## src/hw/ita_pkg.sv

```systemverilog
// shared widths, constants and carrier types for the timing adjuster
package ita_pkg;

    localparam int CNT_W = 8;   // table head, tail and count width
    localparam int WAIT_W = 4;  // wait states per bus cycle, in clocks
    localparam int RW_W = 3;    // operand reads or writes per entry
    localparam int ADJ_W = 10;  // adjusted head, tail and count width
    localparam int SUM_W = 16;  // signed running total width
    localparam int SEQ_W = 12;  // per-sequence bus cycle counters

    localparam logic [CNT_W-1:0] TAIL_ZERO = 8'h00;
    localparam logic [CNT_W-1:0] TAIL_ONE = 8'h01;
    localparam logic [ADJ_W-1:0] HIT_TAIL_KEPT = 10'h001;
    localparam logic [ADJ_W-1:0] INDIRECT_READS = 10'h002;
    localparam logic [RW_W-1:0] NO_ACCESS = 3'h0;
    localparam logic [1:0] SYNC_STAGES = 2'h2;

    typedef enum logic [1:0]
    {
        ITA_EA_FETCH,
        ITA_EA_CALC,
        ITA_OP
    } ita_kind_t;

    typedef struct packed
    {
        ita_kind_t        kind;
        logic             memIndirect;
        logic             rmw;
        logic             cacheHit;
        logic             last;
        logic [CNT_W-1:0] head;
        logic [CNT_W-1:0] tail;
        logic [CNT_W-1:0] tableCachedCount;
        logic [RW_W-1:0]  reads;
        logic [RW_W-1:0]  writes;
    } ita_entry_t;

    typedef struct packed
    {
        ita_kind_t        kind;
        logic             last;
        logic [ADJ_W-1:0] head;
        logic [ADJ_W-1:0] tail;
        logic [ADJ_W-1:0] cachedCycleCount;
    } ita_adj_t;

endpackage : ita_pkg

```

## src/hw/ita_entry_adjust.sv

```systemverilog
// per-entry cache-hit and wait-state adjustment, combinational
`timescale 1ns/100ps
module ita_entry_adjust
    import ita_pkg::*;
(
    input  ita_entry_t        ent,        // table entry
    input  logic [WAIT_W-1:0] waitStates, // wait clocks per bus cycle
    output ita_adj_t          adj,        // adjusted entry
    output logic [RW_W-1:0]   extReads,   // external read cycles started
    output logic [RW_W-1:0]   extWrites   // external write cycles started
);

    logic             hitEff;
    logic [ADJ_W-1:0] w;
    logic [ADJ_W-1:0] readWait;
    logic [ADJ_W-1:0] writeWait;
    logic [ADJ_W-1:0] tailT;
    logic [ADJ_W-1:0] table_cached_count;

    always_comb
    begin
        w = ADJ_W'(waitStates);
        tailT = ADJ_W'(ent.tail);
        table_cached_count = ADJ_W'(ent.tableCachedCount);
        readWait = ADJ_W'(ent.reads) * w;
        writeWait = ADJ_W'(ent.writes) * w;
        // only fetch-type ea entries shrink; locked cycles always miss
        hitEff = ent.cacheHit && !ent.rmw && ent.kind == ITA_EA_FETCH
                 && ent.reads != NO_ACCESS;
        adj.kind = ent.kind;
        adj.last = ent.last;
        adj.head = ADJ_W'(ent.head);
        adj.tail = tailT;
        adj.cachedCycleCount = table_cached_count;
        // indirect modes use the same one-read reduction
        if (hitEff && ent.tail == TAIL_ONE)
        begin
            adj.tail = '0;
            adj.cachedCycleCount = table_cached_count - HIT_TAIL_KEPT;
        end
        else if (hitEff && ent.tail > TAIL_ONE)
        begin
            adj.tail = HIT_TAIL_KEPT;
            adj.cachedCycleCount = table_cached_count - (tailT - HIT_TAIL_KEPT);
        end
        case (ent.kind)
            ITA_EA_FETCH:
            begin
                // a hit read costs no bus time, so no wait states
                if (!hitEff && ent.reads != NO_ACCESS && ent.memIndirect)
                begin
                    adj.tail = tailT + w;
                    adj.cachedCycleCount = table_cached_count + INDIRECT_READS * w;
                end
                else if (!hitEff && ent.reads != NO_ACCESS)
                begin
                    adj.tail = tailT + w;
                    adj.cachedCycleCount = table_cached_count + w;
                end
            end
            ITA_EA_CALC:
            begin
                if (ent.memIndirect && ent.reads != NO_ACCESS)
                    adj.cachedCycleCount = table_cached_count + w;
            end
            ITA_OP:
            begin
                adj.cachedCycleCount = table_cached_count + readWait + writeWait;
                if (ent.writes != NO_ACCESS)
                    adj.tail = tailT + w;
            end
            default:
            begin
                adj.tail = tailT;
            end
        endcase
        extReads = (ent.cacheHit && !ent.rmw) ? NO_ACCESS : ent.reads;
        extWrites = ent.writes;
    end

endmodule : ita_entry_adjust

```

## src/hw/ita_overlap_accum.sv

```systemverilog
// running total with head/tail overlap between successive entries
`timescale 1ns/100ps
module ita_overlap_accum
    import ita_pkg::*;
(
    input  wire logic               clk,      // 200 MHz clock
    input  wire logic               rstN,     // synchronised reset, low
    input  wire logic               inValid,  // entry strobe
    input  wire logic               inLast,   // entry closes sequence
    input  wire logic [ADJ_W-1:0]   inHead,   // entry head
    input  wire logic [ADJ_W-1:0]   inTail,   // entry tail
    input  wire logic [ADJ_W-1:0]   inCount,  // entry cached count
    output logic signed [SUM_W-1:0] sum,      // sequence total
    output logic                    sumValid  // one-cycle total strobe
);

    logic signed [SUM_W-1:0] run_reg;
    logic [ADJ_W-1:0]        prevTail_reg;
    logic                    started_reg;
    logic [ADJ_W-1:0]        overlap;
    logic signed [SUM_W-1:0] run_next;

    always_comb
    begin
        overlap = '0;
        if (started_reg)
            overlap = (inHead < prevTail_reg) ? inHead : prevTail_reg;
        // may go negative when a fetch is fully overlapped
        run_next = run_reg + SUM_W'(inCount) - SUM_W'(overlap);
    end

    always_ff @(posedge clk or negedge rstN)
    begin
        if (!rstN)
        begin
            run_reg <= '0;
            prevTail_reg <= '0;
            started_reg <= 1'b0;
        end
        else if (inValid)
        begin
            run_reg <= inLast ? '0 : run_next;
            prevTail_reg <= inTail;
            started_reg <= !inLast;
        end
    end

    always_ff @(posedge clk or negedge rstN)
    begin
        if (!rstN)
        begin
            sum <= '0;
            sumValid <= 1'b0;
        end
        else
        begin
            sumValid <= inValid && inLast;
            if (inValid && inLast)
                sum <= run_next;
        end
    end

endmodule : ita_overlap_accum

```

## src/hw/ita_timing_adjust.sv

```systemverilog
// instruction timing adjuster: cache hits, wait states and overlap total
//
// How it works
// - a read hitting the data cache starts no external bus cycle
// - every operand write starts an external cycle; cache writes through
// - fetch-ea hit: tail 0 unchanged; 1 to 0, count-1; else 1, count-(tail-1)
// - memory-indirect fetch ea hit is reduced as one single read
// - operation entries get no cache-hit reduction
// - locked read-modify-write cycles always count as cache misses
// - direct fetch ea with a read: waits added to tail and count
// - indirect calculate ea, one read: waits added to count only
// - indirect fetch ea, two reads: count gets two waits, tail one
// - operation with one read: waits added to count only
// - operation with several reads: count gets all their waits
// - operation with a write: waits added to tail and count
// - several writes: tail gets one write's waits, count all of them
// - total sums counts, each less min(own head, previous tail)
// - table input assumes zero waits, aligned, 32-bit bus, no data cache
`timescale 1ns/100ps
module ita_timing_adjust
    import ita_pkg::*;
(
    input  wire logic               clk,           // 200 MHz clock
    input  wire logic               nrst,          // async reset, low
    input  wire logic               entValid,      // table entry strobe
    input  ita_entry_t              ent,           // table entry
    input  wire logic [WAIT_W-1:0]  waitStates,    // wait clocks per cycle
    output logic                    adjValid,      // adjusted entry strobe
    output ita_adj_t                adjOut,        // adjusted entry
    output logic [RW_W-1:0]         busReads,      // entry external reads
    output logic [RW_W-1:0]         busWrites,     // entry external writes
    output logic                    totalValid,    // sequence done strobe
    output logic signed [SUM_W-1:0] totalCycles,   // adjusted total
    output logic signed [SUM_W-1:0] baseCycles,    // unadjusted total
    output logic [SEQ_W-1:0]        seqBusReads,   // reads in sequence
    output logic [SEQ_W-1:0]        seqBusWrites,  // writes in sequence
    output logic [SEQ_W-1:0]        seqCacheReads, // reads served by cache
    output logic                    totalNegative  // total below zero
);

    logic [SYNC_STAGES-1:0] rstSync_reg;
    logic                   rstN;

    // release synchronised; assertion stays asynchronous
    always_ff @(posedge clk or negedge nrst)
    begin
        if (!nrst)
            rstSync_reg <= '0;
        else
            rstSync_reg <= {rstSync_reg[SYNC_STAGES-2:0], 1'b1};
    end

    assign rstN = rstSync_reg[SYNC_STAGES-1];

    // wait count frozen for the whole sequence so entries agree
    logic [WAIT_W-1:0] seqWait_reg;
    logic              inSeq_reg;
    logic [WAIT_W-1:0] useWait;

    assign useWait = inSeq_reg ? seqWait_reg : waitStates;

    always_ff @(posedge clk or negedge rstN)
    begin
        if (!rstN)
        begin
            seqWait_reg <= '0;
            inSeq_reg <= 1'b0;
        end
        else if (entValid)
        begin
            seqWait_reg <= useWait;
            inSeq_reg <= !ent.last;
        end
    end

    ita_adj_t        adjComb;
    logic [RW_W-1:0] extReads;
    logic [RW_W-1:0] extWrites;

    ita_entry_adjust u_adjust
    (
        .ent        (ent),
        .waitStates (useWait),
        .adj        (adjComb),
        .extReads   (extReads),
        .extWrites  (extWrites)
    );

    // baseline copy keeps the raw table figures
    ita_adj_t base_reg;

    always_ff @(posedge clk or negedge rstN)
    begin
        if (!rstN)
        begin
            adjValid <= 1'b0;
            adjOut <= '0;
            base_reg <= '0;
            busReads <= '0;
            busWrites <= '0;
        end
        else
        begin
            adjValid <= entValid;
            if (entValid)
            begin
                adjOut <= adjComb;
                base_reg.kind <= ent.kind;
                base_reg.last <= ent.last;
                base_reg.head <= ADJ_W'(ent.head);
                base_reg.tail <= ADJ_W'(ent.tail);
                base_reg.cachedCycleCount <= ADJ_W'(ent.tableCachedCount);
                busReads <= extReads;
                busWrites <= extWrites;
            end
        end
    end

    logic signed [SUM_W-1:0] adjSum;
    logic                    adjSumValid;
    logic signed [SUM_W-1:0] baseSum;

    // adjusted totalling sees only already adjusted entries; base totalling sees the raw copy
    ita_overlap_accum u_accAdj
    (
        .clk      (clk),
        .rstN     (rstN),
        .inValid  (adjValid),
        .inLast   (adjOut.last),
        .inHead   (adjOut.head),
        .inTail   (adjOut.tail),
        .inCount  (adjOut.cachedCycleCount),
        .sum      (adjSum),
        .sumValid (adjSumValid)
    );

    ita_overlap_accum u_accBase
    (
        .clk      (clk),
        .rstN     (rstN),
        .inValid  (adjValid),
        .inLast   (base_reg.last),
        .inHead   (base_reg.head),
        .inTail   (base_reg.tail),
        .inCount  (base_reg.cachedCycleCount),
        .sum      (baseSum),
        .sumValid ()
    );

    // bus traffic tallies for the current sequence
    logic [SEQ_W-1:0] rdRun_reg;
    logic [SEQ_W-1:0] wrRun_reg;
    logic [SEQ_W-1:0] hitRun_reg;
    logic [SEQ_W-1:0] rdRun_next;
    logic [SEQ_W-1:0] wrRun_next;
    logic [SEQ_W-1:0] hitRun_next;
    logic [RW_W-1:0]  hitReads_reg;

    always_ff @(posedge clk or negedge rstN)
    begin
        if (!rstN)
            hitReads_reg <= '0;
        else if (entValid)
            hitReads_reg <= ent.reads - extReads;
    end

    always_comb
    begin
        rdRun_next = rdRun_reg + SEQ_W'(busReads);
        wrRun_next = wrRun_reg + SEQ_W'(busWrites);
        hitRun_next = hitRun_reg + SEQ_W'(hitReads_reg);
    end

    always_ff @(posedge clk or negedge rstN)
    begin
        if (!rstN)
        begin
            rdRun_reg <= '0;
            wrRun_reg <= '0;
            hitRun_reg <= '0;
        end
        else if (adjValid && adjOut.last)
        begin
            rdRun_reg <= '0;
            wrRun_reg <= '0;
            hitRun_reg <= '0;
        end
        else if (adjValid)
        begin
            rdRun_reg <= rdRun_next;
            wrRun_reg <= wrRun_next;
            hitRun_reg <= hitRun_next;
        end
    end

    // sequence tallies land with the totals, two cycles after last entry
    always_ff @(posedge clk or negedge rstN)
    begin
        if (!rstN)
        begin
            seqBusReads <= '0;
            seqBusWrites <= '0;
            seqCacheReads <= '0;
        end
        else if (adjValid && adjOut.last)
        begin
            seqBusReads <= rdRun_next;
            seqBusWrites <= wrRun_next;
            seqCacheReads <= hitRun_next;
        end
    end

    assign totalValid = adjSumValid;
    assign totalCycles = adjSum;
    assign baseCycles = baseSum;

    // a negative total means inconsistent table input;
    // taken from the total flop so it lands with totalValid
    assign totalNegative = adjSum[SUM_W-1];

endmodule : ita_timing_adjust

```

## config.mk

```make
export PLATFORM = sky130hd
export DESIGN_NAME = ita_timing_adjust
export DESIGN_NICKNAME = d
export VERILOG_FILES = /design/src/hw/ita_pkg.sv /design/src/hw/ita_entry_adjust.sv /design/src/hw/ita_overlap_accum.sv /design/src/hw/ita_timing_adjust.sv
export SDC_FILE = /design/constraint.sdc
export NUM_CORES = 1
export LEC_CHECK = 0
export ABC_AREA = 1
export BUFFER_PORTS_ARGS = -buffer_cell sky130_fd_sc_hd__buf_2
export CAP_MARGIN = 20
export CORE_MARGIN = 2
export CORE_UTILIZATION = 45
export CTS_CLUSTER_SIZE = 20
export DETAILED_ROUTE_END_ITERATION = 8
export GPL_ROUTABILITY_DRIVEN = 0
export HOLD_SLACK_MARGIN = 0.06
export PLACE_DENSITY = 0.73
export SLEW_MARGIN = 20
export SYNTH_ARGS = -nofsm -noshare
export SYNTH_HDL_FRONTEND = slang
export SYNTH_SLANG_ARGS = --single-unit
```

## constraint.sdc

```tcl
create_clock -name clk -period 7.28 [get_ports clk]
set_input_delay 0.728 -clock clk [delete_from_list [all_inputs] [get_ports clk]]
set_output_delay 0.728 -clock clk [all_outputs]
set_load 0.02 [all_outputs]
```

**After elaboration in Yosys (flattened, before gate mapping)**

Index checks and enable logic that the tools add are counted.

- Multiply operators: 2
- Reductions and logical operators: 17
- Magnitude comparators: 3
- Mux-type cells: 22
- Eq/ne operators: 3
- Add/subtract/negate cells: 16

Operators with widths:

| operator | count |
|---|---|
| 2-to-1 mux 12 bit | 6 |
| 2-to-1 mux 20 bit | 3 |
| case mux 10 bit (3 select lines) | 2 |
| 2-to-1 mux 10 bit | 5 |
| adder 12 x 3 -> 12 bit | 3 |
| 2-to-1 mux 16 bit | 2 |
| subtractor 16 x 10 -> 16 bit | 2 |
| adder 8 x 4 -> 9 bit | 2 |
| 2-to-1 mux 18 bit | 1 |
| subtractor 8 x 1 -> 9 bit (second input constant) | 2 |
| adder 16 x 10 -> 16 bit | 1 |
| adder 16 x 8 -> 16 bit | 1 |
| multiplier 3 x 4 -> 7 bit | 2 |
| adder 10 x 7 -> 10 bit | 1 |
| less-than comparator 8 x 10 -> 1 bit | 1 |
| subtractor 8 x 10 -> 10 bit | 1 |
| adder 8 x 5 -> 9 bit | 1 |
| adder 8 x 7 -> 9 bit | 1 |
| logical AND 1 bit | 9 |
| equality test 8 x 1 -> 1 bit (second input constant) | 1 |
| greater-than comparator 8 x 1 -> 1 bit (second input constant) | 1 |
| less-than comparator 8 bit | 1 |
| 2-to-1 mux 8 bit | 1 |
| nonzero test 3 bit | 2 |
| 8 further kinds | 11 |

- Word-level logic and storage cells: 91
- Flip-flop bits (word level): 220
- Output and inout bits: 110

**Longest topological paths before layout**

Gate-level depths: netlist of run 1.

- Word-level depth: 10
- Gate-level depth with buffers: 28

**By module**

A second synthesis of run 1 with hierarchy kept.

- Cell total of the unflattened synthesis: 2254
- Area total of the unflattened synthesis: 16418.2 um^2

By module, submodules not included:

| module | times used | sequential area each (um^2) | area an instance (um^2) | cells an instance |
|---|---|---|---|---|
| ita_timing_adjust | 1 | 3678.5 | 6618.8 | 784 |
| ita_overlap_accum | 2 | 1101.1 | 3289.4 | 467 |
| ita_entry_adjust | 1 | 0.0 | 3220.6 | 536 |

**Least setup slack after synthesis of run 1**

Ideal clock, no wire load.

- Path type: input to register
- From: in waitStates[1]
- To: reg adjOut[8] in the netlist's numbering
- Stages: 24
- Setup time: 113 ps
- Buffers on the path: 0
- Arrival time: 4644 ps
- Slack: 2523 ps
- Path through: o21ai_0 -> inv_1 -> nand2_1 -> fa_1 -> inv_1 -> fa_1 -> fa_1 -> a31oi_1 -> xor2_1 -> fa_1 -> inv_1 -> ha_1 -> nand2_1 -> inv_1 -> nand2_1 -> nand3_1 -> nand2_1 -> nand2_1 -> nand2_1 -> nand2_1 -> nand3_1 -> nand3b_1 -> nand2_1 -> inv_1

- Longest elaborated chain between the ends: 5

Ends and longest elaborated chain:

| item | line | text |
|---|---|---|
| from (decl) | ita_timing_adjust.sv:27 | `input wire logic [WAIT_W-1:0] waitStates,` |
| 2-to-1 mux 4 bit (*) | ita_timing_adjust.sv:60 | `assign useWait = inSeq_reg ? seqWait_reg : waitStates;` |
| named net u_adjust.waitStates[1] | ita_entry_adjust.sv:7 | `input logic [WAIT_W-1:0] waitStates,` |
| multiplier 3 x 4 -> 7 bit or adder 8 x 4 -> 9 bit (tied branches) | ita_entry_adjust.sv:25, ita_entry_adjust.sv:58, ita_entry_adjust.sv:64 |  |
| adder 8 x 7 -> 9 bit or 2-to-1 mux 20 bit (tied branches) | ita_entry_adjust.sv:68, ita_entry_adjust.sv:55 |  |
| adder 10 x 7 -> 10 bit or 2-to-1 mux 20 bit (tied branches) | ita_entry_adjust.sv:68, ita_entry_adjust.sv:50 |  |
| case mux 10 bit (3 select lines) (*) | ita_entry_adjust.sv:46 | `case (ent.kind)` |
| to (signal assigned) | ita_timing_adjust.sv:107 | `adjOut <= adjComb;` |
| to (decl) | ita_timing_adjust.sv:29 | `output ita_adj_t adjOut,` |

Mark *: on every way through the listed nets, which the timed path passes. The rest lies on a longest branch.
A chain may end at the register's enable or synchronous reset.

**Worst setup path in the final report of run 1**

- From: reg inSeq_reg
- To: reg adjOut[8] in the netlist's numbering

- Longest elaborated chain between the ends: 5

Ends and longest elaborated chain:

| item | line | text |
|---|---|---|
| from (decl) | ita_timing_adjust.sv:57 | `logic inSeq_reg;` |
| from (signal assigned) | ita_timing_adjust.sv:72 | `inSeq_reg <= !ent.last;` |
| 2-to-1 mux 4 bit (*) | ita_timing_adjust.sv:60 |  |
| named net u_adjust.waitStates[1] | ita_entry_adjust.sv:7 |  |
| multiplier 3 x 4 -> 7 bit or adder 8 x 4 -> 9 bit (tied branches) | ita_entry_adjust.sv:25, ita_entry_adjust.sv:58, ita_entry_adjust.sv:64 |  |
| adder 8 x 7 -> 9 bit or 2-to-1 mux 20 bit (tied branches) | ita_entry_adjust.sv:68, ita_entry_adjust.sv:55 |  |
| adder 10 x 7 -> 10 bit or 2-to-1 mux 20 bit (tied branches) | ita_entry_adjust.sv:68, ita_entry_adjust.sv:50 |  |
| case mux 10 bit (3 select lines) (*) | ita_entry_adjust.sv:46 |  |

Marks and branches as above.

==> summary.txt, run 1 <==
Final layout
  • Commonest cells after routing, fill and taps aside: 466 x nand2_1, 289 x inv_1, 216 x dfrtp_1
  • Most common cell after layout, fill and taps aside: nand2_1
  • Final nets: 2203
  • Design area: 0.0166 sq mm
  • Area growth from synthesis to layout: 13.2%
  • Ratio of cells with drive above 1 in the final layout: 11.7%
  • Number of flip-flops in the largest register: 29

Worst setup path
  • CP arrival: 5660 ps
  • Crit. End Element: register
  • CP Max Fanout: 9
  • R2r worst-path depth: 26
  • Kind of critical path: reg2reg
  • Startpoint Class: register
  • Critical Path RT: 7690 ps

Clocking
  • Sink Count: 218
  • Maximum clock insertion buffer count: 3
  • H-Tree Depth: 1
  • Post-CTS Setup Inserts: 0
  • TritonCTS Buffers: 25
  • Skew-Pair Late Insertion Delay: 510 ps
  • Worst-path clk slew: 60 ps
  • CTS tree: yes
  • CTS root buffer: clkbuf_16

Global route
  • Largest net degree at the start of global routing: 117
  • Grt peak-use layer: met2
  • Initial antenna violation count: 2
  • Vias in the first global route: 12900
  • GR Util met2: 40.0%
  • First-pass GRT wire length: 65600 microns
  • GRT Util Overall: 24.1%
  • GR Util met3: 4.64%
  • GRT overflow: 0
  • Met1 Usage GRT: 31.9%

Status
  • Outcome: finished, final reports clean

Pwr
  • Lkg Pwr: 8.70 nW
  • Worst ir drop on vdd: 169 uV
  • Power per cell area: 378 mW/mm^2

Timing
  • Final Slew Violations: 0
  • Clk_skew: 17.2 ps
  • Measured slew at the worst slew-check pin: 970 ps
  • Endpoints failing hold: 0
  • RSZ-0062 raised after global routing: false
  • Relative max-transition margin: 35.2%
  • Fmax: 0.190 GHz
  • TNS Setup: 0 ps
  • Endpoints failing setup: 0
  • Tcrit/Tclk final: 72.1%
  • Fin crit period: 5250 ps

Route
  • Vias post-DR: 13200
  • WL final: 40500 microns
  • Post-DRT Antenna Nets: 0
  • Initial DRC count: 1080
  • WL per Instance: 16.3 microns
  • Drt pass-1 iters: 6
  • Routed vias/inst: 5.32
  • Detailed-route DRC error count: 0

Synthesis
  • Yosys warnings: 0
  • Sequential share of the synthesized area: 37.3%
  • Synthesized instance count: 1894
  • Register bit total from synthesis: 218
  • Synth top area share: 37.3%
  • Ys flop type: dfrtp_1
  • Top cells by area, synth: dfrtp_1 37%, nand2_1 12%, ha_1 8.6%, inv_1 7.4%, o21ai_0 6.3%
  • Async SR Flop Fraction: 100%
  • Mapped Area: 0.0146 sq mm
  • Number of flops mapped to enable cells by yosys: 0
  • Cell taking the most area after synthesis: dfrtp_1
  • Yosys cell types: 47
  • Syn avg cell area: 7.72 sq um

Placement
  • DP HPWL: 30600 microns
  • Placement Cell Area: 0.0157 sq mm
  • Port Buffers: 149

Die
  • Row count: 66
  • Die ar.: 0.0339 sq mm
  • Initial Util: 45.3%
  • Die Ht: 184 microns
  • Ports: 153
  • Total core area: 0.0323 sq mm
  • Die width: 184 microns

Min path
  • Hold Path Class: reg2async

Job
  • Max cap viols: 0
==> routing by layer <==
metal  wire length, microns  vias up
li1                       -     6371
met3                   3480       88
met2                  18500      524
met5                      0        -
met1                  17300     6200
met4                   1200        0
==> layout make-up <==
class / instances / area (sq um)
Antenna cell: 1 / 2.50
Clock inverter: 7 / 96.3
Multi-Input combinational cell: 1321 / 7760
Sequential cell: 218 / 5460
Timing Repair Buffer: 161 / 858
Fill cell: 3061 / 15700
Inverter: 295 / 1110
Tap cell: 442 / 553
Clock buffer: 34 / 709
==> critical path, cell delays in order (launching register included) <==
cell,delay [ps]
dfrtp_1,410
inv_1,100
or2_2,270
o21ai_0,240
inv_1,370
nand2_1,200
fa_1,420
inv_1,80
fa_1,460
fa_1,500
a31oi_1,200
xor2_1,210
fa_1,460
inv_1,80
ha_1,280
nand2_1,90
inv_1,50
nand2_1,70
nand3_1,110
nand2_1,100
nand2_1,70
nand2_1,70
nand2_1,50
nand3_1,70
nand3b_1,80
nand2_1,60
inv_1,30
==> synth_stat cells (23+ instances only) <==
library cell  instances
ha_1                100
clkbuf_1             40
o22ai_1              43
nand4_1              23
dfrtp_1             218
nand2_1             467
nor2_1               93
inv_1               289
o21ai_0             184
xor2_1               45
a21oi_1              80
nand3_1             129
fa_1                 38
==> stage by stage <==
| stage | hold slack (ps) | worst slack [ps] | total power (W) | util (%) | std cells |
|---|---|---|---|---|---|
| 6_report | 210 | 2030 | 0.00625 | 51.3 | 2479 |
| 3_5_place_dp | 213 | 1880 | 0.00498 | 48.6 | 2435 |
| 5_1_grt | 238 | 1670 | 0.00678 | 51.3 | 2478 |
| 2_1_floorplan | 331 | 755 | 0.00408 | - | 1898 |
| 3_3_place_gp | 205 | 2060 | 0.00485 | 48.6 | 2435 |
| 4_1_cts | 218 | 2150 | 0.00625 | 51.2 | 2477 |
==> path summary, 6_finish.rpt <==
kind	start	end	slack, ps
min in group clk	rstSync_reg[0]	rstSync_reg[1]	350
max in group asynchronous	rstSync_reg[1]	adjValid	5160
worst min-delay path	rstSync_reg[1]	u_accAdj.sum[8]	210
worst max register to register	inSeq_reg	adjOut[8]	2030
worst max-delay path	inSeq_reg	adjOut[8]	2030
worst min register to register	rstSync_reg[1]	u_accAdj.sum[8]	210
==> repair_timing <==
| item | CTS | global route |
|---|---|---|
| resized for setup | 0 | 0 |
| setup endpoints to repair | 0 | 0 |
| hold buffers | 1 | 0 |
| endpoints found under the hold margin | 2 | 0 |
==> power breakdown <==
group | switching [W] | internal, W
sequential | 0.000178 | 0.00149
combinational | 0.00219 | 0.00116
clock | 0.000487 | 0.000748
==> logic make-up after synthesis <==
group	share of synthesized area, %
buffers and inverters	9.77
other	0.0514
flip-flops	37.3
XOR/XNOR	3.35
adder cells (fa/ha/maj)	13.8
AND/OR/NAND/NOR	22.8
AO/OA/AOI/OAI	13.0
No activity file was read; power rests on OpenSTA's default activity.
==> inputs of run 2 (changes only) <==
--- a/config.mk
+++ b/config.mk
@@ -14,7 +14,7 @@
 export DETAILED_ROUTE_END_ITERATION = 8
 export GPL_ROUTABILITY_DRIVEN = 0
 export HOLD_SLACK_MARGIN = 0.06
-export PLACE_DENSITY = 0.73
+export PLACE_DENSITY = 0.75
 export SLEW_MARGIN = 20
 export SYNTH_ARGS = -nofsm -noshare
 export SYNTH_HDL_FRONTEND = slang
==> constraint.sdc (replaced) <==
create_clock -name clk -period 4.4 [get_ports clk]
set_input_delay 0.44 -clock clk [delete_from_list [all_inputs] [get_ports clk]]
set_output_delay 0.44 -clock clk [all_outputs]
set_load 0.02 [all_outputs]
==> run 2 against run 1 <==
Against the previous run:
- worst setup slack got worse by 2000 ps
- global-route usage rose by 0.078 points
- sequential power up 65%
- die area is the same
- maximum frequency rose by 20%
- critical path type unchanged
- largest power group unchanged
- highest routed layer unchanged
==> summary.txt, run 2 (synthesis gave the netlist of run 1 again) <==
Clocking
  • TritonCTS Buffers: 25
  • Worst-path clk slew: 60 ps
  • Maximum clock insertion buffer count: 3
  • H-Tree Depth: 1
  • CTS root buffer: clkbuf_16
  • Skew-Pair Late Insertion Delay: 540 ps
  • CTS tree: yes
  • Sink Count: 218

Worst setup path
  • Critical Path RT: 4830 ps
  • Crit. End Element: register
  • Startpoint Class: register
  • CP Max Fanout: 5
  • CP arrival: 4800 ps
  • Kind of critical path: reg2reg

Route
  • Drt pass-1 iters: 6
  • Initial DRC count: 1281
  • Vias post-DR: 13500
  • WL per Instance: 16.3 microns
  • WL final: 40700 microns
  • Detailed-route DRC error count: 0
  • Routed vias/inst: 5.38
  • Post-DRT Antenna Nets: 0

Final layout
  • Final nets: 2225
  • Commonest cells after routing, fill and taps aside: 458 x nand2_1, 283 x inv_1, 215 x dfrtp_1
  • Area growth from synthesis to layout: 15.8%
  • Reg area: 0.00546 sq mm
  • Number of flip-flops in the largest register: 29
  • Diode count: 0
  • Fill cells: 3031
  • Final Instance Count excl. Fillers: 2503
  • Ratio of cells with drive above 1 in the final layout: 14.7%
  • Design area: 0.0169 sq mm
  • Multi-input gate area: 0.00796 sq mm
  • Most common cell after layout, fill and taps aside: nand2_1

Die
  • Ports: 153
  • Die Ht: 184 microns
  • Die width: 184 microns
  • Total core area: 0.0323 sq mm
  • Row count: 66
  • Die ar.: 0.0339 sq mm
  • Initial Util: 45.3%

Global route
  • First-pass GRT wire length: 66100 microns
  • GR Util met3: 3.79%
  • Largest net degree at the start of global routing: 102
  • Initial antenna violation count: 0
  • Vias in the first global route: 13200
  • GR Util met2: 39.7%
  • GRT overflow: 0
  • GRT Util Overall: 24.2%
  • Met1 Usage GRT: 32.1%
  • Grt peak-use layer: met2

Pwr
  • Pint: 0.00586 W
  • Power, Total: 0.0108 W
  • Seq pwr share: 25.5%
  • Power per cell area: 638 mW/mm^2
  • Clock Power Share: 19.4%
  • Switching pwr: 0.00494 W
  • Combinational Power Share: 55.1%
  • Sw Ratio: 45.7%
  • Worst ir drop on vdd: 360 uV
  • Lkg Pwr: 8.82 nW

Timing
  • RSZ-0062 raised after global routing: true
  • Measured slew at the worst slew-check pin: 1030 ps
  • Relative max-transition margin: 30.9%
  • Final Slew Violations: 0
  • Endpoints failing setup: 0
  • PnR worst setup slack: 30.8 ps
  • Endpoints failing hold: 0
  • Clk_skew: 20.7 ps
  • Tcrit/Tclk final: 99.3%
  • Fmax: 0.229 GHz
  • Worst hold slack: 104 ps
  • Fin crit period: 4370 ps

Placement
  • Dpl cells: 2455
  • Pre-CTS WS: -150 ps
  • Port Buffers: 149
  • DP HPWL: 30300 microns
  • Placement Cell Area: 0.0159 sq mm

Job
  • Max cap viols: 0

Status
  • Outcome: finished, final reports clean

Min path
  • Hold Path Class: in2reg
## run 2: power groups by stage
stage	registers (W)	clock network, W	logic, W
after floorplan	0.00304	0	0.00371
after global placement	0.00277	0	0.00538
after detailed placement	0.00278	0	0.00556
after CTS	0.00275	0.00213	0.00566
after global routing	0.00281	0.00221	0.00668
final	0.00276	0.00209	0.00596
## run 2: final timing paths
check / from / end / slack, ps / cells after the start
setup / recovery: inSeq_reg / adjOut[7] / 30 / 22
hold / removal: ent[27] / adjOut[25] / 100 / 3
setup reg to reg: inSeq_reg / adjOut[7] / 30 / 22
hold reg to reg: rstSync_reg[1] / u_accAdj.sum[11] / 260 / 0
max in group asynchronous: rstSync_reg[1] / seqCacheReads[8] / 3260 / 1
min in group asynchronous: nrst / rstSync_reg[1] / 220 / 2
## run 2: timing repair
| action | in CTS | in global routing |
|---|---|---|
| hold buffers | 1 | 0 |
| setup buffers | 0 | 3 |
| resized for setup | 11 | 36 |
| setup endpoints to repair | 6 | 32 |
| pin swaps | 4 | 18 |
| endpoints found under the hold margin | 2 | 0 |
## run 2: through the flow
step / TNS, ps / utilization (%)
CTS: 0 / 52.0
floorplan: 0 / -
global route: -675 / 52.4
detailed placement: -593 / 49.2
finish: 0 / 52.4
global placement: 0 / 49.2
## run 2: per-layer routing
metal | vias up | wire [microns]
met5 | - | 0
met2 | 563 | 18900
met1 | 6378 | 17200
met4 | 0 | 1550
met3 | 99 | 3170
li1 | 6414 | -
## run 2: final cells by class
type | instances | area share (%)
multi-input combinational | 1321 | 47.0
tap | 442 | 3.27
timing repair buffer | 183 | 6.08
clock inverter | 13 | 0.924
sequential | 218 | 32.3
inverter | 295 | 6.57
clock buffer | 31 | 3.89
## run 2: worst max-delay path: stages (launching register included)
cell and delay, ps:
dfrtp_2 410, buf_4 170, o21ai_4 180, nor2_2 70, fa_1 540, inv_1 50
fa_1 490, inv_1 60, ha_4 290, nand3_1 100, nand2_2 110, xor2_2 160
fa_1 470, ha_4 330, nand2_1 90, nor3_2 200, nor2_1 100, inv_1 60
nand2_1 60, nand3_1 70, nand4_1 100, nand2_1 100, inv_1 40
==> inputs of run 3 (changes only) <==
==> constraint.sdc (replaced) <==
create_clock -name clk -period 4.4 [get_ports clk]
set_input_delay 0.22 -clock clk [delete_from_list [all_inputs] [get_ports clk]]
set_output_delay 0.22 -clock clk [all_outputs]
set_load 0.02 [all_outputs]
==> run 3 against run 2 <==
Against the previous run:
- die area unchanged
- maximum frequency down 0.23%
- cell area grew 1.8%
- global-route usage barely moved
- combinational power about the same
- sequential power is essentially flat
- cell count rose by 0.84%
- critical path depth rose by 2
- via count grew 0.26%
- total power rose by 2.8%
- non-clock buffer count increased by 18
- highest routed layer unchanged
==> summary.txt, run 3 (synthesis gave the netlist of run 1 again) <==
Timing
  • Fmax: 0.228 GHz
  • Relative max-transition margin: 26.7%
  • Measured slew at the worst slew-check pin: 1090 ps
  • Fin crit period: 4380 ps
  • PnR worst setup slack: 20.9 ps
  • Tcrit/Tclk final: 99.5%
  • Final Slew Violations: 0
  • Endpoints failing hold: 0
  • Clk_skew: 25.5 ps
  • RSZ-0062 raised after global routing: true
  • Endpoints failing setup: 0
  • TNS Setup: 0 ps

Global route
  • GRT overflow: 0
  • Vias in the first global route: 13100
  • GR Util met3: 5.04%
  • Met1 Usage GRT: 31.0%
  • Initial antenna violation count: 0
  • GRT Util Overall: 24.2%
  • Grt peak-use layer: met2
  • GR Util met2: 40.1%
  • Largest net degree at the start of global routing: 117
  • First-pass GRT wire length: 65800 microns

Final layout
  • Most common cell after layout, fill and taps aside: nand2_1
  • Commonest cells after routing, fill and taps aside: 460 x nand2_1, 282 x inv_1, 215 x dfrtp_1
  • Ratio of cells with drive above 1 in the final layout: 14.6%
  • Fill cells: 2905
  • Number of flip-flops in the largest register: 29
  • Final core occ: 53.4%
  • Diode count: 0
  • Final Instance Count excl. Fillers: 2524
  • Final nets: 2244
  • Area growth from synthesis to layout: 17.9%

Job
  • Max cap viols: 0

Clocking
  • Maximum clock insertion buffer count: 3
  • CTS tree: yes
  • Sink Count: 218
  • Skew-Pair Late Insertion Delay: 540 ps
  • H-Tree Depth: 1
  • TritonCTS Buffers: 26
  • CTS root buffer: clkbuf_16
  • Worst-path clk slew: 60 ps

Placement
  • DP HPWL: 30500 microns
  • Port Buffers: 149
  • Dpl cells: 2453
  • Pre-CTS WS: -120 ps

Pwr
  • Power per cell area: 645 mW/mm^2
  • Worst ir drop on vdd: 381 uV
  • Pint: 0.00612 W
  • Clock Power Share: 21.7%
  • Lkg Pwr: 8.95 nW
  • Seq pwr share: 24.9%
  • Sw Ratio: 44.9%
  • Switching pwr: 0.00499 W
  • Combinational Power Share: 53.4%

Die
  • Row count: 66
  • Initial Util: 45.3%
  • Total core area: 0.0323 sq mm
  • Die width: 184 microns
  • Die ar.: 0.0339 sq mm
  • Ports: 153
  • Die Ht: 184 microns

Worst setup path
  • Crit. End Element: register
  • Kind of critical path: reg2reg
  • CP arrival: 4800 ps
  • Startpoint Class: register
  • Reg2Reg Launch Point: inSeq_reg
  • R2r worst-path depth: 24
  • Crit path launch: inSeq_reg
  • CP Max Fanout: 4
  • Critical Path RT: 4820 ps

Route
  • WL per Instance: 16.3 microns
  • Vias post-DR: 13500
  • Drt pass-1 iters: 7
  • Post-DRT Antenna Nets: 0
  • WL final: 41200 microns
  • Routed vias/inst: 5.34
  • Initial DRC count: 1264
  • Detailed-route DRC error count: 0

Min path
  • Hold Path Class: in2reg
  • HP Start: ent[14]
  • Hold depth: 3

Status
  • Outcome: finished, final reports clean
[run 3: changes by cell type in the layout (fill, tap and decap cells not counted), sizes merged]
cell | previous run | this run
dlygate4sd3 | 1 | 20
bufinv | 3 | 7
clkbuf | 31 | 29
buf | 182 | 181
clkinvlp | 2 | 3
[run 3: final timing paths]
path | to | slack [ps]
setup / recovery | adjOut[8] | 20
setup reg to reg | adjOut[8] | 20
hold / removal | adjOut[10] | 80
min in group asynchronous | u_accAdj.run_reg[13] | 370
max in group asynchronous | adjValid | 3100
hold reg to reg | rstSync_reg[1] | 350
[run 3: stage by stage]
step | instance area [sq um] | hold slack [ps] | total power, W
floorplan | 14700 | -75.6 | 0.00675
global placement | 15900 | 7.70 | 0.00815
detailed placement | 15900 | 8.86 | 0.00835
CTS | 17100 | 65.5 | 0.0109
global route | 17200 | 80.1 | 0.0120
finish | 17200 | 82.5 | 0.0111
[run 3: critical path, cell delays in order, from the launching register on]
cell	delay [ps]
dfrtp_2	410
inv_2	90
or2_2	110
o21ai_2	50
inv_1	80
nand2_2	60
fa_1	530
inv_1	50
fa_1	490
fa_2	390
a31oi_1	170
xor2_1	200
fa_1	450
inv_2	80
ha_4	220
a21oi_1	170
nand3_1	130
nand2_1	120
nand2_1	80
nand2_1	70
nand2_1	60
nand3_1	60
nand3b_1	80
nand2_1	70
inv_1	40
[run 3: timing repair]
action                     4_1_cts  5_1_grt
setup endpoints to repair        6       17
pin swaps                        3       20
hold endpoints to repair        22        0
hold buffers                    20        0
gates resized for setup          9       33
setup buffers                    0        4
[run 3: power by group through the flow]
stage / clock network (W) / registers, W / logic, W
6_report: 0.00241 / 0.00277 / 0.00593
5_1_grt: 0.00253 / 0.00282 / 0.00664
4_1_cts: 0.00244 / 0.00276 / 0.00570
3_5_place_dp: 0 / 0.00279 / 0.00556
3_3_place_gp: 0 / 0.00278 / 0.00537
2_1_floorplan: 0 / 0.00304 / 0.00371
[run 3: layer usage]
| layer | part of all wire [%] | vias to the layer above |
|---|---|---|
| li1 | - | 6468 |
| met1 | 42 | 6346 |
| met2 | 46 | 545 |
| met3 | 8.0 | 130 |
| met4 | 4.4 | 0 |
| met5 | 0 | - |
[run 3: cell type report]
type                            instances  area, sq um  area share, %
Multi-Input combinational cell       1321         7930           46.0
Sequential cell                       218         5460           31.7
Timing Repair Buffer                  201         1210           7.05
Inverter                              295         1110           6.45
Clock buffer                           29          672           3.90
Tap cell                              442          553           3.21
Clock inverter                         18          295           1.71
